===== config.mk =====
export PLATFORM = sky130hd
export DESIGN_NAME = pts_scheduler
export DESIGN_NICKNAME = d
export VERILOG_FILES = /design/src/hdl/pts_pkg.sv /design/src/hdl/pts_scheduler.sv
export SDC_FILE = /design/constraint.sdc
export NUM_CORES = 1
export LEC_CHECK = 0
export BUFFER_PORTS_ARGS = -buffer_cell sky130_fd_sc_hd__buf_2
export CAP_MARGIN = 20
export CORE_MARGIN = 1.5
export CORE_UTILIZATION = 30
export DETAILED_ROUTE_END_ITERATION = 12
export GPL_TIMING_DRIVEN = 0
export PLACE_DENSITY_LB_ADDON = 0.1
export SLEW_MARGIN = 20
export SYNTH_ARGS = -nofsm -noshare
export SYNTH_HDL_FRONTEND = slang
export SYNTH_SLANG_ARGS = --single-unit

===== constraint.sdc =====
create_clock -name aclk -period 5.2 [get_ports aclk]
set_input_delay 0.52 -clock aclk [delete_from_list [all_inputs] [get_ports aclk]]
set_output_delay 0.52 -clock aclk [all_outputs]
set_load 0.01 [all_outputs]

===== src/hdl/pts_pkg.sv =====
// constants, types and the timebase for the position pdo transmit scheduler
package pts_pkg;
  localparam int unsigned PTS_CLK_PERIOD_NS = 25;
  localparam int unsigned PTS_MS_NS = 1000000;
  localparam int unsigned PTS_MS_CYCLES = (PTS_MS_NS + PTS_CLK_PERIOD_NS - 1) / PTS_CLK_PERIOD_NS;
  localparam int unsigned PTS_MS_PER_S = 1000;
  localparam int unsigned PTS_REFRESH_HZ = 100;
  localparam int unsigned PTS_REFRESH_MS = PTS_MS_PER_S / PTS_REFRESH_HZ;
  localparam int unsigned PTS_DIV_W = 16;
  localparam int unsigned PTS_REF_W = 4;
  localparam int unsigned PTS_LANES = 4;
  localparam int unsigned PTS_BYTE_W = 8;
  localparam int unsigned PTS_NFAULT = 4;
  localparam logic [11:0] PTS_POS_MID = 12'h800;
  localparam logic [3:0] PTS_POS_PAD = 4'h0;
  localparam logic [16:0] PTS_CYCLE_MAX = 17'h10000;
  localparam logic [16:0] PTS_CYC_LAST = 17'h00001;
  localparam logic [7:0] PTS_TT_SYNC_ACYC = 8'h00;
  localparam logic [7:0] PTS_TT_SYNC_MAX = 8'hF0;
  localparam logic [7:0] PTS_TT_RTR_SYNC = 8'hFC;
  localparam logic [7:0] PTS_TT_RTR_ASYNC = 8'hFD;
  localparam logic [7:0] PTS_TT_ASYNC_MFR = 8'hFE;
  localparam logic [7:0] PTS_TT_RESET = 8'hFF;
  localparam logic [6:0] PTS_NODE_MIN = 7'h01;
  localparam logic [6:0] PTS_NODE_RESET = 7'h01;
  localparam logic [2:0] PTS_RATE_20K = 3'h0;
  localparam logic [2:0] PTS_RATE_800K = 3'h5;
  localparam logic [2:0] PTS_RATE_1M = 3'h6;
  localparam logic [10:0] PTS_COB_PDO = 11'h180;
  localparam logic [10:0] PTS_COB_EMCY = 11'h080;
  localparam logic [7:0] PTS_OFF_TX_TYPE = 8'h00;
  localparam logic [7:0] PTS_OFF_CYCLE = 8'h04;
  localparam logic [7:0] PTS_OFF_NODE = 8'h08;
  localparam logic [7:0] PTS_OFF_RATE = 8'h0C;
  localparam logic [7:0] PTS_OFF_POS = 8'h10;
  localparam logic [7:0] PTS_OFF_STATUS = 8'h14;
  localparam logic [7:0] PTS_OFF_SYNC = 8'h18;
  localparam logic [1:0] PTS_RESP_OKAY = 2'h0;
  localparam logic [1:0] PTS_RESP_SLVERR = 2'h2;
  // emergency codes per fault: nvm, checksum, internal, sensor (plain defaults)
  localparam logic [15:0] PTS_EMCY_CODE_NVM = 16'hFF00;
  localparam logic [15:0] PTS_EMCY_CODE_CRC = 16'hFF01;
  localparam logic [15:0] PTS_EMCY_CODE_INT = 16'hFF02;
  localparam logic [15:0] PTS_EMCY_CODE_SENSOR = 16'hFF03;
  localparam int unsigned PTS_ERR_GEN_BIT = 0;
  localparam int unsigned PTS_ERR_MFR_BIT = 7;

  typedef enum logic [1:0] {PTS_PDO_IDLE = 2'b01, PTS_PDO_SEND = 2'b10} pts_pdo_fsm_t;
  typedef struct packed {logic [10:0] cob_id; logic [15:0] data;} pts_pdo_t;
  typedef struct packed {logic [10:0] cob_id; logic [15:0] code; logic [7:0] err_reg;} pts_emcy_t;
  typedef struct packed {logic set_node; logic [6:0] node; logic set_rate; logic [2:0] rate;} pts_lss_t;
  typedef struct packed {logic valid; logic [11:0] value;} pts_sample_t;
  typedef struct packed
  {
    logic [16:0] rsv;
    logic [7:0] err_reg;
    logic [3:0] flt_pend;
    logic emcy_busy;
    logic pdo_busy;
    logic pend;
  } pts_status_t;
endpackage

`timescale 1ns/1ps
module pts_timebase #(
  parameter int unsigned MS_CYCLES = pts_pkg::PTS_MS_CYCLES
) (
  // clock and reset
  input wire logic aclk,
  input wire logic aresetn,
  // refresh window use
  input wire logic sample_take,
  // time base
  output logic ms_tick,
  output logic sample_open
);
  import pts_pkg::*;

  typedef struct packed
  {
    logic [PTS_DIV_W-1:0] div;
    logic [PTS_REF_W-1:0] ref_ms;
    logic tick;
    logic open;
  } pts_tb_state_t;

  localparam logic [PTS_DIV_W-1:0] DIV_LAST = PTS_DIV_W'(MS_CYCLES - 1);
  localparam logic [PTS_REF_W-1:0] REF_LAST = PTS_REF_W'(PTS_REFRESH_MS - 1);

  pts_tb_state_t s_reg;
  pts_tb_state_t s_next;

  always_comb
  begin
    s_next = s_reg;
    s_next.tick = 1'b0;
    if (s_reg.div == DIV_LAST)
    begin
      s_next.div = '0;
      s_next.tick = 1'b1;
    end
    else
      s_next.div = s_reg.div + 1'b1;
    // clear first so a window opening in the same cycle is not lost
    if (sample_take)
      s_next.open = 1'b0;
    if (s_reg.tick)
    begin
      if (s_reg.ref_ms == REF_LAST)
      begin
        s_next.ref_ms = '0;
        s_next.open = 1'b1;
      end
      else
        s_next.ref_ms = s_reg.ref_ms + 1'b1;
    end
  end

  always_ff @(posedge aclk)
  begin
    if (!aresetn)
      s_reg <= '0;
    else
      s_reg <= s_next;
  end

  assign ms_tick = s_reg.tick;
  assign sample_open = s_reg.open;
endmodule


===== src/hdl/pts_scheduler.sv =====
// top of the position pdo transmit scheduler with its register slave
`timescale 1ns/1ps
module pts_scheduler #(
  parameter int unsigned MS_CYCLES = pts_pkg::PTS_MS_CYCLES
) (
  // clock and reset
  input wire logic aclk,
  input wire logic aresetn,
  // axi4-lite slave
  input wire logic [7:0] s_axi_awaddr,
  input wire logic s_axi_awvalid,
  output logic s_axi_awready,
  input wire logic [31:0] s_axi_wdata,
  input wire logic [3:0] s_axi_wstrb,
  input wire logic s_axi_wvalid,
  output logic s_axi_wready,
  output logic [1:0] s_axi_bresp,
  output logic s_axi_bvalid,
  input wire logic s_axi_bready,
  input wire logic [7:0] s_axi_araddr,
  input wire logic s_axi_arvalid,
  output logic s_axi_arready,
  output logic [31:0] s_axi_rdata,
  output logic [1:0] s_axi_rresp,
  output logic s_axi_rvalid,
  input wire logic s_axi_rready,
  // converter samples
  input wire pts_pkg::pts_sample_t sample,
  // received requests from the can controller
  input wire logic rtr_req,
  input wire logic sync_req,
  // layer setting service
  input wire pts_pkg::pts_lss_t lss,
  // device fault levels
  input wire logic [3:0] fault_in,
  // transmit pdo
  output pts_pkg::pts_pdo_t pdo,
  output logic pdo_valid,
  input wire logic pdo_ready,
  // emergency message
  output pts_pkg::pts_emcy_t emcy,
  output logic emcy_valid,
  input wire logic emcy_ready,
  // link configuration
  output logic [6:0] node_id,
  output logic [2:0] rate_code
);
  import pts_pkg::*;

  typedef struct packed
  {
    logic aw_got;
    logic [7:0] aw_addr;
    logic w_got;
    logic [31:0] w_data;
    logic [3:0] w_strb;
    logic bvalid;
    logic [1:0] bresp;
    logic rvalid;
    logic [31:0] rdata;
    logic [1:0] rresp;
    logic [7:0] tx_type;
    logic [16:0] cycle_ms;
    logic [6:0] node;
    logic [2:0] rate;
    logic [11:0] pos;
    logic [11:0] last_sent;
    logic [7:0] sync_cnt;
    logic [16:0] cyc_cnt;
    logic pend;
    pts_pdo_fsm_t pdo_st;
    pts_pdo_t pdo;
    logic [3:0] fault_q;
    logic [3:0] flt_pend;
    logic emcy_valid;
    pts_emcy_t emcy;
  } pts_state_t;

  localparam pts_state_t ST_RESET = '{
    tx_type: PTS_TT_RESET,
    node: PTS_NODE_RESET,
    rate: PTS_RATE_20K,
    pos: PTS_POS_MID,
    last_sent: PTS_POS_MID,
    pdo_st: PTS_PDO_IDLE,
    default: '0
  };

  function automatic logic [31:0] pts_wmerge(input logic [31:0] old, input logic [31:0] nv,
                                             input logic [3:0] strb);
    logic [31:0] r;
    r = old;
    for (int i = 0; i < PTS_LANES; i++)
    begin
      if (strb[i])
        r[i*PTS_BYTE_W +: PTS_BYTE_W] = nv[i*PTS_BYTE_W +: PTS_BYTE_W];
    end
    return r;
  endfunction

  function automatic logic pts_is_async(input logic [7:0] tt);
    return tt >= PTS_TT_ASYNC_MFR;
  endfunction

  function automatic logic pts_is_sync_cyc(input logic [7:0] tt);
    return (tt != PTS_TT_SYNC_ACYC) && (tt <= PTS_TT_SYNC_MAX);
  endfunction

  function automatic logic pts_is_polled(input logic [7:0] tt);
    return (tt == PTS_TT_RTR_SYNC) || (tt == PTS_TT_RTR_ASYNC);
  endfunction

  function automatic logic [15:0] pts_emcy_code(input logic [1:0] idx);
    logic [15:0] c;
    c = PTS_EMCY_CODE_NVM;
    unique case (idx)
      2'h0: c = PTS_EMCY_CODE_NVM;
      2'h1: c = PTS_EMCY_CODE_CRC;
      2'h2: c = PTS_EMCY_CODE_INT;
      2'h3: c = PTS_EMCY_CODE_SENSOR;
    endcase
    return c;
  endfunction

  pts_state_t s_reg;
  pts_state_t s_next;
  logic ms_tick;
  logic sample_open;
  logic sample_take;
  logic trig;
  logic load;
  logic wr_fire;
  logic [7:0] sync_inc;
  logic [31:0] wv;
  logic [3:0] rise;
  logic [3:0] flt_clr;
  logic [1:0] flt_idx;
  logic [7:0] err_now;
  pts_status_t stat;

  pts_timebase #(
    .MS_CYCLES(MS_CYCLES)
  ) u_timebase (
    .aclk(aclk),
    .aresetn(aresetn),
    .sample_take(sample_take),
    .ms_tick(ms_tick),
    .sample_open(sample_open)
  );

  assign sample_take = sample.valid & sample_open;
  assign s_axi_awready = ~s_reg.aw_got & ~s_reg.bvalid;
  assign s_axi_wready = ~s_reg.w_got & ~s_reg.bvalid;
  assign s_axi_arready = ~s_reg.rvalid;

  always_comb
  begin
    s_next = s_reg;
    trig = 1'b0;
    wv = '0;
    flt_idx = '0;
    flt_clr = '0;
    sync_inc = s_reg.sync_cnt + 1'b1;
    // straight binary, no scaling; mid-scale sits at the reference position
    if (sample_take)
      s_next.pos = sample.value;
    if (lss.set_node && (lss.node >= PTS_NODE_MIN))
      s_next.node = lss.node;
    if (lss.set_rate && (lss.rate <= PTS_RATE_1M))
      s_next.rate = lss.rate;

    // transmit triggers; a remote frame is answered in every mode
    if (rtr_req)
      trig = 1'b1;
    if (pts_is_async(s_reg.tx_type))
    begin
      if (s_reg.cycle_ms == '0)
      begin
        if (s_reg.pos != s_reg.last_sent)
          trig = 1'b1;
      end
      else if (ms_tick)
      begin
        if (s_reg.cyc_cnt <= PTS_CYC_LAST)
          trig = 1'b1;
        else
          s_next.cyc_cnt = s_reg.cyc_cnt - 1'b1;
      end
    end
    if (sync_req && pts_is_sync_cyc(s_reg.tx_type))
    begin
      if (sync_inc >= s_reg.tx_type)
      begin
        trig = 1'b1;
        s_next.sync_cnt = '0;
      end
      else
        s_next.sync_cnt = sync_inc;
    end
    if (sync_req && (s_reg.tx_type == PTS_TT_SYNC_ACYC) && (s_reg.pos != s_reg.last_sent))
      trig = 1'b1;

    // a trigger while busy stays pending, so it is never lost
    load = (s_reg.pdo_st == PTS_PDO_IDLE) && (s_reg.pend || trig);
    s_next.pend = (s_reg.pend | trig) & ~load;
    unique case (s_reg.pdo_st)
      PTS_PDO_IDLE:
      begin
        if (load)
        begin
          s_next.pdo_st = PTS_PDO_SEND;
          s_next.pdo.cob_id = PTS_COB_PDO + {4'h0, s_reg.node};
          s_next.pdo.data = {PTS_POS_PAD, s_reg.pos};
          s_next.last_sent = s_reg.pos;
          s_next.cyc_cnt = s_reg.cycle_ms;
        end
      end
      PTS_PDO_SEND:
      begin
        if (pdo_ready)
          s_next.pdo_st = PTS_PDO_IDLE;
      end
    endcase

    // emergency: rising fault edges queue, lowest index goes first
    err_now = '0;
    if (|fault_in)
    begin
      err_now[PTS_ERR_GEN_BIT] = 1'b1;
      err_now[PTS_ERR_MFR_BIT] = 1'b1;
    end
    s_next.fault_q = fault_in;
    rise = fault_in & ~s_reg.fault_q;
    if (s_reg.emcy_valid && emcy_ready)
      s_next.emcy_valid = 1'b0;
    if (!s_reg.emcy_valid && (|s_reg.flt_pend))
    begin
      for (int i = PTS_NFAULT - 1; i >= 0; i--)
      begin
        if (s_reg.flt_pend[i])
          flt_idx = 2'(i);
      end
      flt_clr[flt_idx] = 1'b1;
      s_next.emcy_valid = 1'b1;
      s_next.emcy.cob_id = PTS_COB_EMCY + {4'h0, s_reg.node};
      s_next.emcy.code = pts_emcy_code(flt_idx);
      s_next.emcy.err_reg = err_now;
    end
    s_next.flt_pend = (s_reg.flt_pend & ~flt_clr) | rise;

    // register writes come last so software wins over the sync counter
    if (s_axi_awvalid && s_axi_awready)
    begin
      s_next.aw_got = 1'b1;
      s_next.aw_addr = s_axi_awaddr;
    end
    if (s_axi_wvalid && s_axi_wready)
    begin
      s_next.w_got = 1'b1;
      s_next.w_data = s_axi_wdata;
      s_next.w_strb = s_axi_wstrb;
    end
    if (s_reg.bvalid && s_axi_bready)
      s_next.bvalid = 1'b0;
    wr_fire = s_reg.aw_got & s_reg.w_got & ~s_reg.bvalid;
    if (wr_fire)
    begin
      s_next.aw_got = 1'b0;
      s_next.w_got = 1'b0;
      s_next.bvalid = 1'b1;
      s_next.bresp = PTS_RESP_OKAY;
      case (s_reg.aw_addr)
        PTS_OFF_TX_TYPE:
        begin
          wv = pts_wmerge({24'h0, s_reg.tx_type}, s_reg.w_data, s_reg.w_strb);
          if ((wv[31:8] == '0) && ((wv[7:0] <= PTS_TT_SYNC_MAX) || (wv[7:0] >= PTS_TT_RTR_SYNC)))
          begin
            s_next.tx_type = wv[7:0];
            s_next.sync_cnt = '0;
          end
          else
            s_next.bresp = PTS_RESP_SLVERR;
        end
        PTS_OFF_CYCLE:
        begin
          wv = pts_wmerge({15'h0, s_reg.cycle_ms}, s_reg.w_data, s_reg.w_strb);
          // the running countdown keeps its value until the next reload
          if (wv <= {15'h0, PTS_CYCLE_MAX})
            s_next.cycle_ms = wv[16:0];
          else
            s_next.bresp = PTS_RESP_SLVERR;
        end
        PTS_OFF_NODE:
        begin
          wv = pts_wmerge({25'h0, s_reg.node}, s_reg.w_data, s_reg.w_strb);
          if ((wv[31:7] == '0) && (wv[6:0] >= PTS_NODE_MIN))
            s_next.node = wv[6:0];
          else
            s_next.bresp = PTS_RESP_SLVERR;
        end
        PTS_OFF_RATE:
        begin
          wv = pts_wmerge({29'h0, s_reg.rate}, s_reg.w_data, s_reg.w_strb);
          if (wv <= {29'h0, PTS_RATE_800K})
            s_next.rate = wv[2:0];
          else
            s_next.bresp = PTS_RESP_SLVERR;
        end
        default: s_next.bresp = PTS_RESP_SLVERR;
      endcase
    end

    // reads
    stat = '0;
    stat.err_reg = err_now;
    stat.flt_pend = s_reg.flt_pend;
    stat.emcy_busy = s_reg.emcy_valid;
    stat.pdo_busy = (s_reg.pdo_st == PTS_PDO_SEND);
    stat.pend = s_reg.pend;
    if (s_reg.rvalid && s_axi_rready)
      s_next.rvalid = 1'b0;
    if (s_axi_arvalid && s_axi_arready)
    begin
      s_next.rvalid = 1'b1;
      s_next.rresp = PTS_RESP_OKAY;
      case (s_axi_araddr)
        PTS_OFF_TX_TYPE: s_next.rdata = {24'h0, s_reg.tx_type};
        PTS_OFF_CYCLE: s_next.rdata = {15'h0, s_reg.cycle_ms};
        PTS_OFF_NODE: s_next.rdata = {25'h0, s_reg.node};
        PTS_OFF_RATE: s_next.rdata = {29'h0, s_reg.rate};
        PTS_OFF_POS: s_next.rdata = {20'h0, s_reg.pos};
        PTS_OFF_STATUS: s_next.rdata = stat;
        PTS_OFF_SYNC: s_next.rdata = {24'h0, s_reg.sync_cnt};
        default:
        begin
          s_next.rdata = '0;
          s_next.rresp = PTS_RESP_SLVERR;
        end
      endcase
    end
  end

  always_ff @(posedge aclk)
  begin
    if (!aresetn)
      s_reg <= ST_RESET;
    else
      s_reg <= s_next;
  end

  assign s_axi_bvalid = s_reg.bvalid;
  assign s_axi_bresp = s_reg.bresp;
  assign s_axi_rvalid = s_reg.rvalid;
  assign s_axi_rdata = s_reg.rdata;
  assign s_axi_rresp = s_reg.rresp;
  assign pdo = s_reg.pdo;
  assign pdo_valid = (s_reg.pdo_st == PTS_PDO_SEND);
  assign emcy = s_reg.emcy;
  assign emcy_valid = s_reg.emcy_valid;
  assign node_id = s_reg.node;
  assign rate_code = s_reg.rate;
endmodule


Word level (Yosys, flattened, before mapping)
Index checks and enable logic that the tools add are counted.

Flip-flop bits (word level): 253. Bits of input ports: 92. Output and inout bits: 115.

Add/sub/neg operators: 6. Order comparisons: 13. Equal/unequal tests: 19. Mux-type cells: 99. Bitwise operators: 18. Reductions and logical operators: 40.

Operators by type and width (number): 8-bit 2-to-1 mux (46); 17-bit one-hot mux with 7 select lines (1); 17-bit 2-to-1 mux (6); 16-bit one-hot mux with 4 select lines (1); 36-bit 2-to-1 mux (1); 35-bit 2-to-1 mux (1); 8-bit by 4-bit equality test with 1-bit output (second input constant) (4); 32-bit by 17-bit less-or-equal comparator with 1-bit output (second input constant) (1); 32-bit by 3-bit less-or-equal comparator with 1-bit output (second input constant) (1); 29-bit 2-to-1 mux (1); 25-bit logical NOT (1); 8-bit by 5-bit equality test with 1-bit output (second input constant) (3); 24-bit logical NOT (1); 8-bit logical NOT (3); 2-bit 2-to-1 mux (11); 7-bit 2-to-1 mux (3); 1-bit 2-to-1 mux (18); 17-bit by 1-bit less-or-equal comparator with 1-bit output (second input constant) (1); 1-bit logical AND (17); 17-bit logical NOT (1); 17-bit by 1-bit subtractor with 17-bit output (second input constant) (1); 16-bit by 1-bit adder with 16-bit output (second input constant) (1); 16-bit equality test (second input constant) (1); 8-bit by 3-bit equality test with 1-bit output (second input constant) (2); 39 further kinds (68).

Longest topological paths before layout
Gate-level depths: netlist (run 1).

Depth after elaboration: 13. Depth in mapped cells: 12. Mapped depth without buffers: 11.

By module
From an unflattened synthesis (run 1), not the netlist that was laid out.

Cells, all modules: 1244. Area total of the unflattened synthesis: 10309.9 um2.

By module, submodules not included: pts_scheduler (instances 1, cells an instance 1141, area each 9342.7 um2, sequential area each 3663.5 um2); pts_timebase (instances 1, cells an instance 103, area each 967.2 um2, sequential area each 440.4 um2).

Worst setup path after synthesis (run 1)
No wires, ideal clock.

Path type: reg2reg. From: reg s_reg[91] (netlist bit). To: reg s_reg (netlist bit pdo[16]). Library setup time: 70 ps. Arrival time: 2803 ps. Slack: 2326 ps. Cell stages (with the launch flop): 13. Clock period less this slack: 2874 ps. Cell sequence: dfxtp_1 > ha_1 > nand3_1 > nor2_1 > xor2_1 > ha_1 > a21o_1 > a21oi_1 > o21ai_1 > a2111oi_4 > clkbuf_1 > o21ai_0 > a21oi_1.

Longest elaborated chain between the ends: 8.

Ends and longest elaborated chain: start: declaration (RTL line pts_scheduler.sv:125) `pts_state_t s_reg;`; start signal: assignment (RTL line pts_scheduler.sv:348) `s_reg <= s_next;`; 8-bit by 1-bit adder with 8-bit output (RTL line pts_scheduler.sv:163) `sync_inc = s_reg.sync_cnt + 1'b1;`; 8-bit >= comparator (RTL line pts_scheduler.sv:192) `if (sync_inc >= s_reg.tx_type)`; 1-bit 2-to-1 mux (RTL line pts_scheduler.sv:192); 1-bit 2-to-1 mux (RTL line pts_scheduler.sv:190) `if (sync_req && pts_is_sync_cyc(s_reg.tx_type))`; 1-bit 2-to-1 mux (RTL line pts_scheduler.sv:200) `if (sync_req && (s_reg.tx_type == PTS_TT_SYNC_ACYC) && (s_reg.pos != s_reg.last_sent))`; 1-bit logical OR (RTL line pts_scheduler.sv:204) `load = (s_reg.pdo_st == PTS_PDO_IDLE) && (s_reg.pend || trig);`; 1-bit logical AND (RTL line pts_scheduler.sv:204); 2-bit AND reduction (no source line).

No other way between the ends. A chain may end at the register's enable or synchronous reset.

Final worst setup path (run 1)
From: reg s_reg[91] (netlist bit). To: reg s_reg[106] (netlist bit).

Same word-level chain as after synthesis.

==> impl_metrics.csv, run 1 <==
group,metric,value,unit
status,outcome,"finished, final reports clean",
place,place_inst,1892,
worst_hold_path,holdPathEnd,"s_axi_rvalid",
route,routed-wl-met3,1260,um
global_route,grt_max_degree,12,
sta,slew_violations,0,
final_layout,stdcell_count,1934,
synthesis,async_flop_share,0,
final_layout,fillCellCount,3584,
synthesis,synth_edf_count,0,
sta,fmaxAchievable,274,MHz
floorplanning,core-area,33600,um2
sta,fin_setup_tns,0,ns
clock_tree,clock_path_buffers,3,
sta,max_slew_margin,0.353,
final_layout,final_cell_area,12600,um2
synthesis,synth_warnings,0,
pwr,power_density,312,nW/um2
pwr,p_leak,5.52,nW
setup_path,critPathSlowestCell,"a2111oi_4",
setup_path,cp.arrival,4.09,ns
global_route,grt_pass1_vias,8891,
flow_run,drv_cap,0,
sta,fin_skew,0.0212,ns
route,drtPass1Iterations,5,
floorplanning,die_x,188,um
synthesis,postSynthAreaPerCell,8.28,um2
setup_path,critPathKind,"flip-flop to flip-flop",
route,ant_nets,0,
route,viasPerCell,4.77,
route,dr_wl_met2,15600,um
setup_path,r2r-end,"s_reg[106]",
setup_path,cpPeakStageDelay,0.71,ns
clock_tree,cts.htree.levels,1,
clock_tree,worst_skew_pair.late_latency,0.52,ns
final_layout,final_common_cell,"dfxtp_1",
pwr,finalPower,0.00394,W
worst_hold_path,hold_depth,2,
sta,rsz0062_at_grt,"no",
setup_path,path_cells,"ha_1 -> nand3_1 -> nor2_1 -> xor2_1 -> ha_1 -> a21o_1 -> a21oi_1 -> o21ai_1 -> a2111oi_4 -> clkbuf_1 -> o21ai_0 -> a21oi_1",
synthesis,ys_types,72,
setup_path,reg2regPathDepth,12,
route,via_count,9232,
sta,finalSetupViolations,0,
setup_path,cp-start-kind,"flip-flop",
route,dr.max_layer_used,"met5",
route,wl_per_cell,17.2,um
global_route,grt.total_usage,0.185,
clock_tree,ctsHoldBuffers,0,
floorplanning,top_level_ports,207,
clock_tree,post-cts-setup-buffers,0,
floorplanning,die_area,35400,um2
final_layout,drive_gt1_frac,0.237,
setup_path,r2r_start,"s_reg[91]",
sta,worstMarginPinSlew,0.957,ns
place,placed_cell_area,11800,um2
floorplanning,num_rows,67,
sta,fin_crit_sh,0.701,
pwr,vdd_drop_max,0.000211,V
synthesis,syn_inst,1243,
clock_tree,post_cts_resized,0,
place,gp_congestion,0.834,
route,drtIter0Drc,574,
sta,hold_violations,0,
setup_path,crit_path_end_kind,"flip-flop",
setup_path,crit_required,5.65,ns
floorplanning,die_h,188,um
worst_hold_path,hold_class,"input port to flip-flop",
synthesis,syn-cell-area,10300,um2
clock_tree,cts_made_buffers,25,
final_layout,largest_reg_flops,131,
final_layout,layout.nets,1575,
clock_tree,cts_root_buffer,"clkbuf_16",
clock_tree,clkTransAtPathRegs,0.06,ns
setup_path,rrSetupSlack,1.55,ns
sta,layout_min_cycle_time,3.65,ns
global_route,antenna_found_initial,1,
final_layout,area_growth,22.6,%
final_layout,mostFrequentLayoutCells,"dfxtp_1 (205), nand2_1 (197), buf_2 (173), a21oi_1 (110), buf_4 (109)",
global_route,grt_pass1_wl,51500,um
place,dp_hpwl,25200,um
route,drc,0,
synthesis,synthFlopType,"dfxtp_1",
final_layout,n_antenna_cell,0,
setup_path,cp_max_fo,10,
synthesis,synth.yosys.seq_area_share,0.399,
worst_hold_path,min_from,"s_axi_rready",
route,wirelength,33300,um
clock_tree,cts.sinks,205,
route,wl_met1,15700,um
global_route,grt.overflow.total,0,
floorplanning,start_util,0.306,
clock_tree,cts_tree,"yes",
synthesis,yosys_register_bits,205,
place,io_buffers,164,
-- through the flow --
stage	setup slack, ns	utilization	hold slack, ns
after detailed placement	1.56	0.352	0.447
final	1.55	0.376	0.185
after global routing	1.18	0.376	0.187
after global placement	1.56	0.352	0.444
after floorplan	2.33	-	0.426
after CTS	1.54	0.376	0.166
-- layout make-up --
class	count	area, um2	share of cell area
clock buffer	36	727	0.0576
timing repair buffer	164	821	0.0650
clock inverter	6	80.1	0.00634
inverter	23	86.3	0.00684
tap	448	561	0.0444
sequential	205	4100	0.325
multi-input combinational	877	5140	0.407
buffer	175	1110	0.0877
-- worst max path at each step --
stage / from / endpoint / slack, ns / cells past startpoint
2_1_floorplan: s_reg[91] / pdo[16] / 2.33 / 12
4_1_cts: s_reg[91] / s_reg[106] / 1.54 / 12
6_report: s_reg[91] / s_reg[106] / 1.55 / 12
3_5_place_dp: s_reg[91] / s_reg[106] / 1.56 / 12
5_1_grt: s_reg[91] / s_reg[104] / 1.18 / 12
3_3_place_gp: s_reg[91] / s_reg[108] / 1.56 / 12
-- critical path: cells and delay by family (launching register included) --
kind | cells | cell delay [ns]
AO/OA/AOI/OAI | 6 | 1.66
XOR/XNOR | 1 | 0.25
adder cells (fa/ha/maj) | 2 | 0.56
buffers and inverters | 1 | 0.39
flip-flops | 1 | 0.42
AND/OR/NAND/NOR | 2 | 0.29
-- power breakdown --
part           switching [W]  total (W)  internal, W
sequential         0.0000599    0.00169      0.00163
clock               0.000681    0.00174      0.00106
combinational       0.000304   0.000513     0.000209
total                0.00104    0.00394      0.00290
-- cells in the mapped netlist, types with 3 or more instances --
master	number	share of area
a31oi_1	4	0.0024
or4_1	4	0.0029
ha_1	12	0.015
nand2b_1	6	0.0036
clkbuf_1	48	0.017
buf_6	4	0.0044
a21oi_1	110	0.053
dfxtp_1	205	0.40
buf_1	5	0.0018
nor2b_1	12	0.0073
buf_4	109	0.079
xor2_1	21	0.018
a211oi_1	17	0.012
and3_1	8	0.0049
buf_2	9	0.0044
nor3_1	16	0.0078
a22oi_1	14	0.010
mux2_2	7	0.0077
xnor2_1	28	0.024
inv_1	22	0.0080
or3_1	3	0.0018
a222oi_1	4	0.0039
nand2_1	197	0.072
mux2i_1	53	0.052
nor4_1	23	0.014
o21ai_1	17	0.0083
and2_1	13	0.0079
nor3b_1	9	0.0066
o21ai_0	44	0.021
nor2_1	75	0.027
nand4_1	11	0.0067
o211ai_1	14	0.010
and4_1	3	0.0026
nand3_1	52	0.025
a32oi_1	4	0.0034
o22ai_1	10	0.0061
a2bb2oi_1	3	0.0026
-- cell families after synthesis --
logic type                 Yosys count  synth area share
and+or+nand+nor                    454             0.213
xor gates and xnor gates            49            0.0417
other                                1          0.000364
buffers and inverters              198             0.116
adders and majority gates           12            0.0146
muxes                               60            0.0592
DFF                                205             0.399
AOI/OAI and AO/OA                  264             0.157
-- per-layer routing --
layer,up-vias,GRT usage
met5,-,0
met4,2,0.0449
met3,44,0.0199
met2,218,0.312
met1,4302,0.253
li1,4666,-
Power figures use the tool's default switching activity.
==> inputs of run 2 (changes only) <==
==> constraint.sdc (replaced) <==
create_clock -name aclk -period 3 [get_ports aclk]
set_input_delay 0.3 -clock aclk [delete_from_list [all_inputs] [get_ports aclk]]
set_output_delay 0.3 -clock aclk [all_outputs]
set_load 0.01 [all_outputs]
==> run 2 against run 1 <==
Effect of this change: global-route usage rose by 0.055 points; register-to-register slack got worse by 1.4 ns; sequential power rose by 73%; count of clock-buffer cells in the layout did not move; largest power group unchanged; highest routed layer unchanged.
==> impl_metrics.csv, run 2 (synthesized netlist as in run 1, its figures left out) <==
group,metric,value,unit
status,outcome,"finished, final reports clean",
floorplanning,core-area,33600,um2
route,ant_nets,0,
clock_tree,worst_skew_pair.late_latency,0.52,ns
place,gp_congestion,0.834,
route,drtIter0Drc,516,
global_route,grt_pass1_vias,8940,
sta,hold_ws,0.0151,ns
sta,slew_violations,0,
clock_tree,cts.sinks,205,
pwr,power_density,535,nW/um2
place,place_ws,-0.642,ns
sta,worstMarginPinSlew,0.956,ns
sta,fin_crit_sh,0.942,
pwr,power_frac_comb,0.132,
setup_path,crit_required,3.39,ns
final_layout,final_common_cell,"dfxtp_1",
sta,rsz0062_at_grt,"no",
setup_path,cp.arrival,3.22,ns
global_route,grt.total_usage,0.186,
floorplanning,die_x,188,um
pwr,vdd_drop_max,0.000362,V
global_route,grt.overflow.total,0,
route,via_count,9310,
floorplanning,start_util,0.306,
route,dr.max_layer_used,"met5",
final_layout,largest_reg_flops,131,
final_layout,drive_gt1_frac,0.248,
flow_run,drv_cap,0,
sta,finalSetupViolations,0,
floorplanning,die_area,35400,um2
place,dp_hpwl,25200,um
setup_path,cpPeakStageDelay,0.50,ns
clock_tree,cts_tree,"yes",
setup_path,critPathKind,"flip-flop to flip-flop",
sta,max_slew_margin,0.354,
pwr,p_leak,5.61,nW
final_layout,layout.nets,1589,
sta,fin_setup_tns,0,ns
floorplanning,top_level_ports,207,
setup_path,path_cells,"and3_1 -> and3_1 -> nand3_1 -> xnor2_2 -> ha_1 -> a21oi_2 -> o21ai_4 -> a2111o_2 -> nand2_4 -> buf_6 -> o21ai_1",
route,viasPerCell,4.78,
worst_hold_path,hold_class,"input port to flip-flop",
pwr,pwr-share-clk,0.440,
sta,fin_skew,0.0218,ns
route,routed-wl-met3,1300,um
pwr,power.switching,0.00181,W
clock_tree,cts_made_buffers,25,
setup_path,cp_max_fo,10,
setup_path,critPathSlowestCell,"a2111o_2",
clock_tree,clock_path_buffers,3,
floorplanning,die_h,188,um
place,io_buffers,164,
route,drc,0,
sta,layout_min_cycle_time,2.82,ns
final_layout,mostFrequentLayoutCells,"dfxtp_1 (202), nand2_1 (197), buf_2 (171), buf_4 (121), a21oi_1 (109)",
setup_path,cp-start-kind,"flip-flop",
setup_path,crit_path_end_kind,"flip-flop",
clock_tree,cts_root_buffer,"clkbuf_16",
pwr,power.internal,0.00503,W
sta,fmaxAchievable,354,MHz
setup_path,crit_path_frequent_cell,"and3_1",
route,wl_per_cell,17.2,um
final_layout,n_antenna_cell,0,
route,wl_met1,15600,um
sta,layout_setup_ws,0.175,ns
clock_tree,cts.htree.levels,1,
floorplanning,num_rows,67,
global_route,antenna_found_initial,1,
global_route,grt_pass1_wl,51700,um
final_layout,fillCellCount,3570,
route,drtPass1Iterations,5,
final_layout,area_growth,24.3,%
clock_tree,clkTransAtPathRegs,0.06,ns
pwr,swShare,0.265,
route,wirelength,33500,um
pwr,p_seq_frac,0.427,
sta,hold_violations,0,
route,dr_wl_met2,15800,um
global_route,grt_max_degree,12,
pwr,finalPower,0.00685,W
## run 2: cell types whose count changed in the layout (fill, tap and decap cells not counted), sizes merged
cell and delta:
buf +10, dlygate4sd3 +4
## run 2: per-stage QoR
step	util	instance area (um2)	instances
after CTS	0.379	12700	1945
after floorplan	-	10400	1280
after global placement	0.352	11800	1892
after detailed placement	0.352	11800	1892
after global routing	0.381	12800	1948
final	0.381	12800	1948
## run 2: worst paths after layout
path	from	endpoint	slack (ns)	cells after the start
worst max-delay path	s_reg[91]	s_reg[80]	0.18	11
worst min-delay path	sample[6]	s_reg[117]	0.02	3
worst max register to register	s_reg[91]	s_reg[80]	0.18	11
worst min register to register	s_reg[240]	s_reg[240]	0.45	2
## run 2: layout make-up
cell class / instances / area, um2 / area share
repair buffers: 178 / 936 / 0.0731
clock buffers: 36 / 727 / 0.0568
flip-flops and latches: 205 / 4110 / 0.321
well taps: 448 / 561 / 0.0438
clock inverters: 6 / 80.1 / 0.00626
plain buffers: 175 / 1120 / 0.0872
inverters: 23 / 86.3 / 0.00675
multi-input cells: 877 / 5180 / 0.405
## run 2: metal layers
layer,global-route usage,up-vias
li1,-,4686
met1,0.254,4361
met2,0.313,217
met3,0.0199,44
met4,0.0449,2
met5,0,-
## run 2: timing repair
| item | in CTS | in global routing |
|---|---|---|
| pin swaps | 2 | 4 |
| resized for setup | 8 | 9 |
| hold endpoints to repair | 4 | 0 |
| setup buffers | 7 | 3 |
| hold buffers | 4 | 0 |
| endpoints found under the setup margin | 41 | 41 |
## run 2: worst max-delay path: cells and delay by family (launching register included)
kind / cells / cell delay (ns)
flip-flops: 1 / 0.39
AND/OR/NAND/NOR: 4 / 0.74
XOR/XNOR: 1 / 0.20
AO/OA/AOI/OAI: 4 / 0.89
adder cells (fa/ha/maj): 1 / 0.28
buffers and inverters: 1 / 0.18
## run 2: power groups by stage
stage / sequential, W / combinational (W) / clock, W
3_3_place_gp: 0.00298 / 0.000891 / 0
4_1_cts: 0.00293 / 0.000910 / 0.00309
3_5_place_dp: 0.00298 / 0.000893 / 0
6_report: 0.00292 / 0.000907 / 0.00301
2_1_floorplan: 0.00294 / 0.000599 / 0
5_1_grt: 0.00294 / 0.000998 / 0.00319
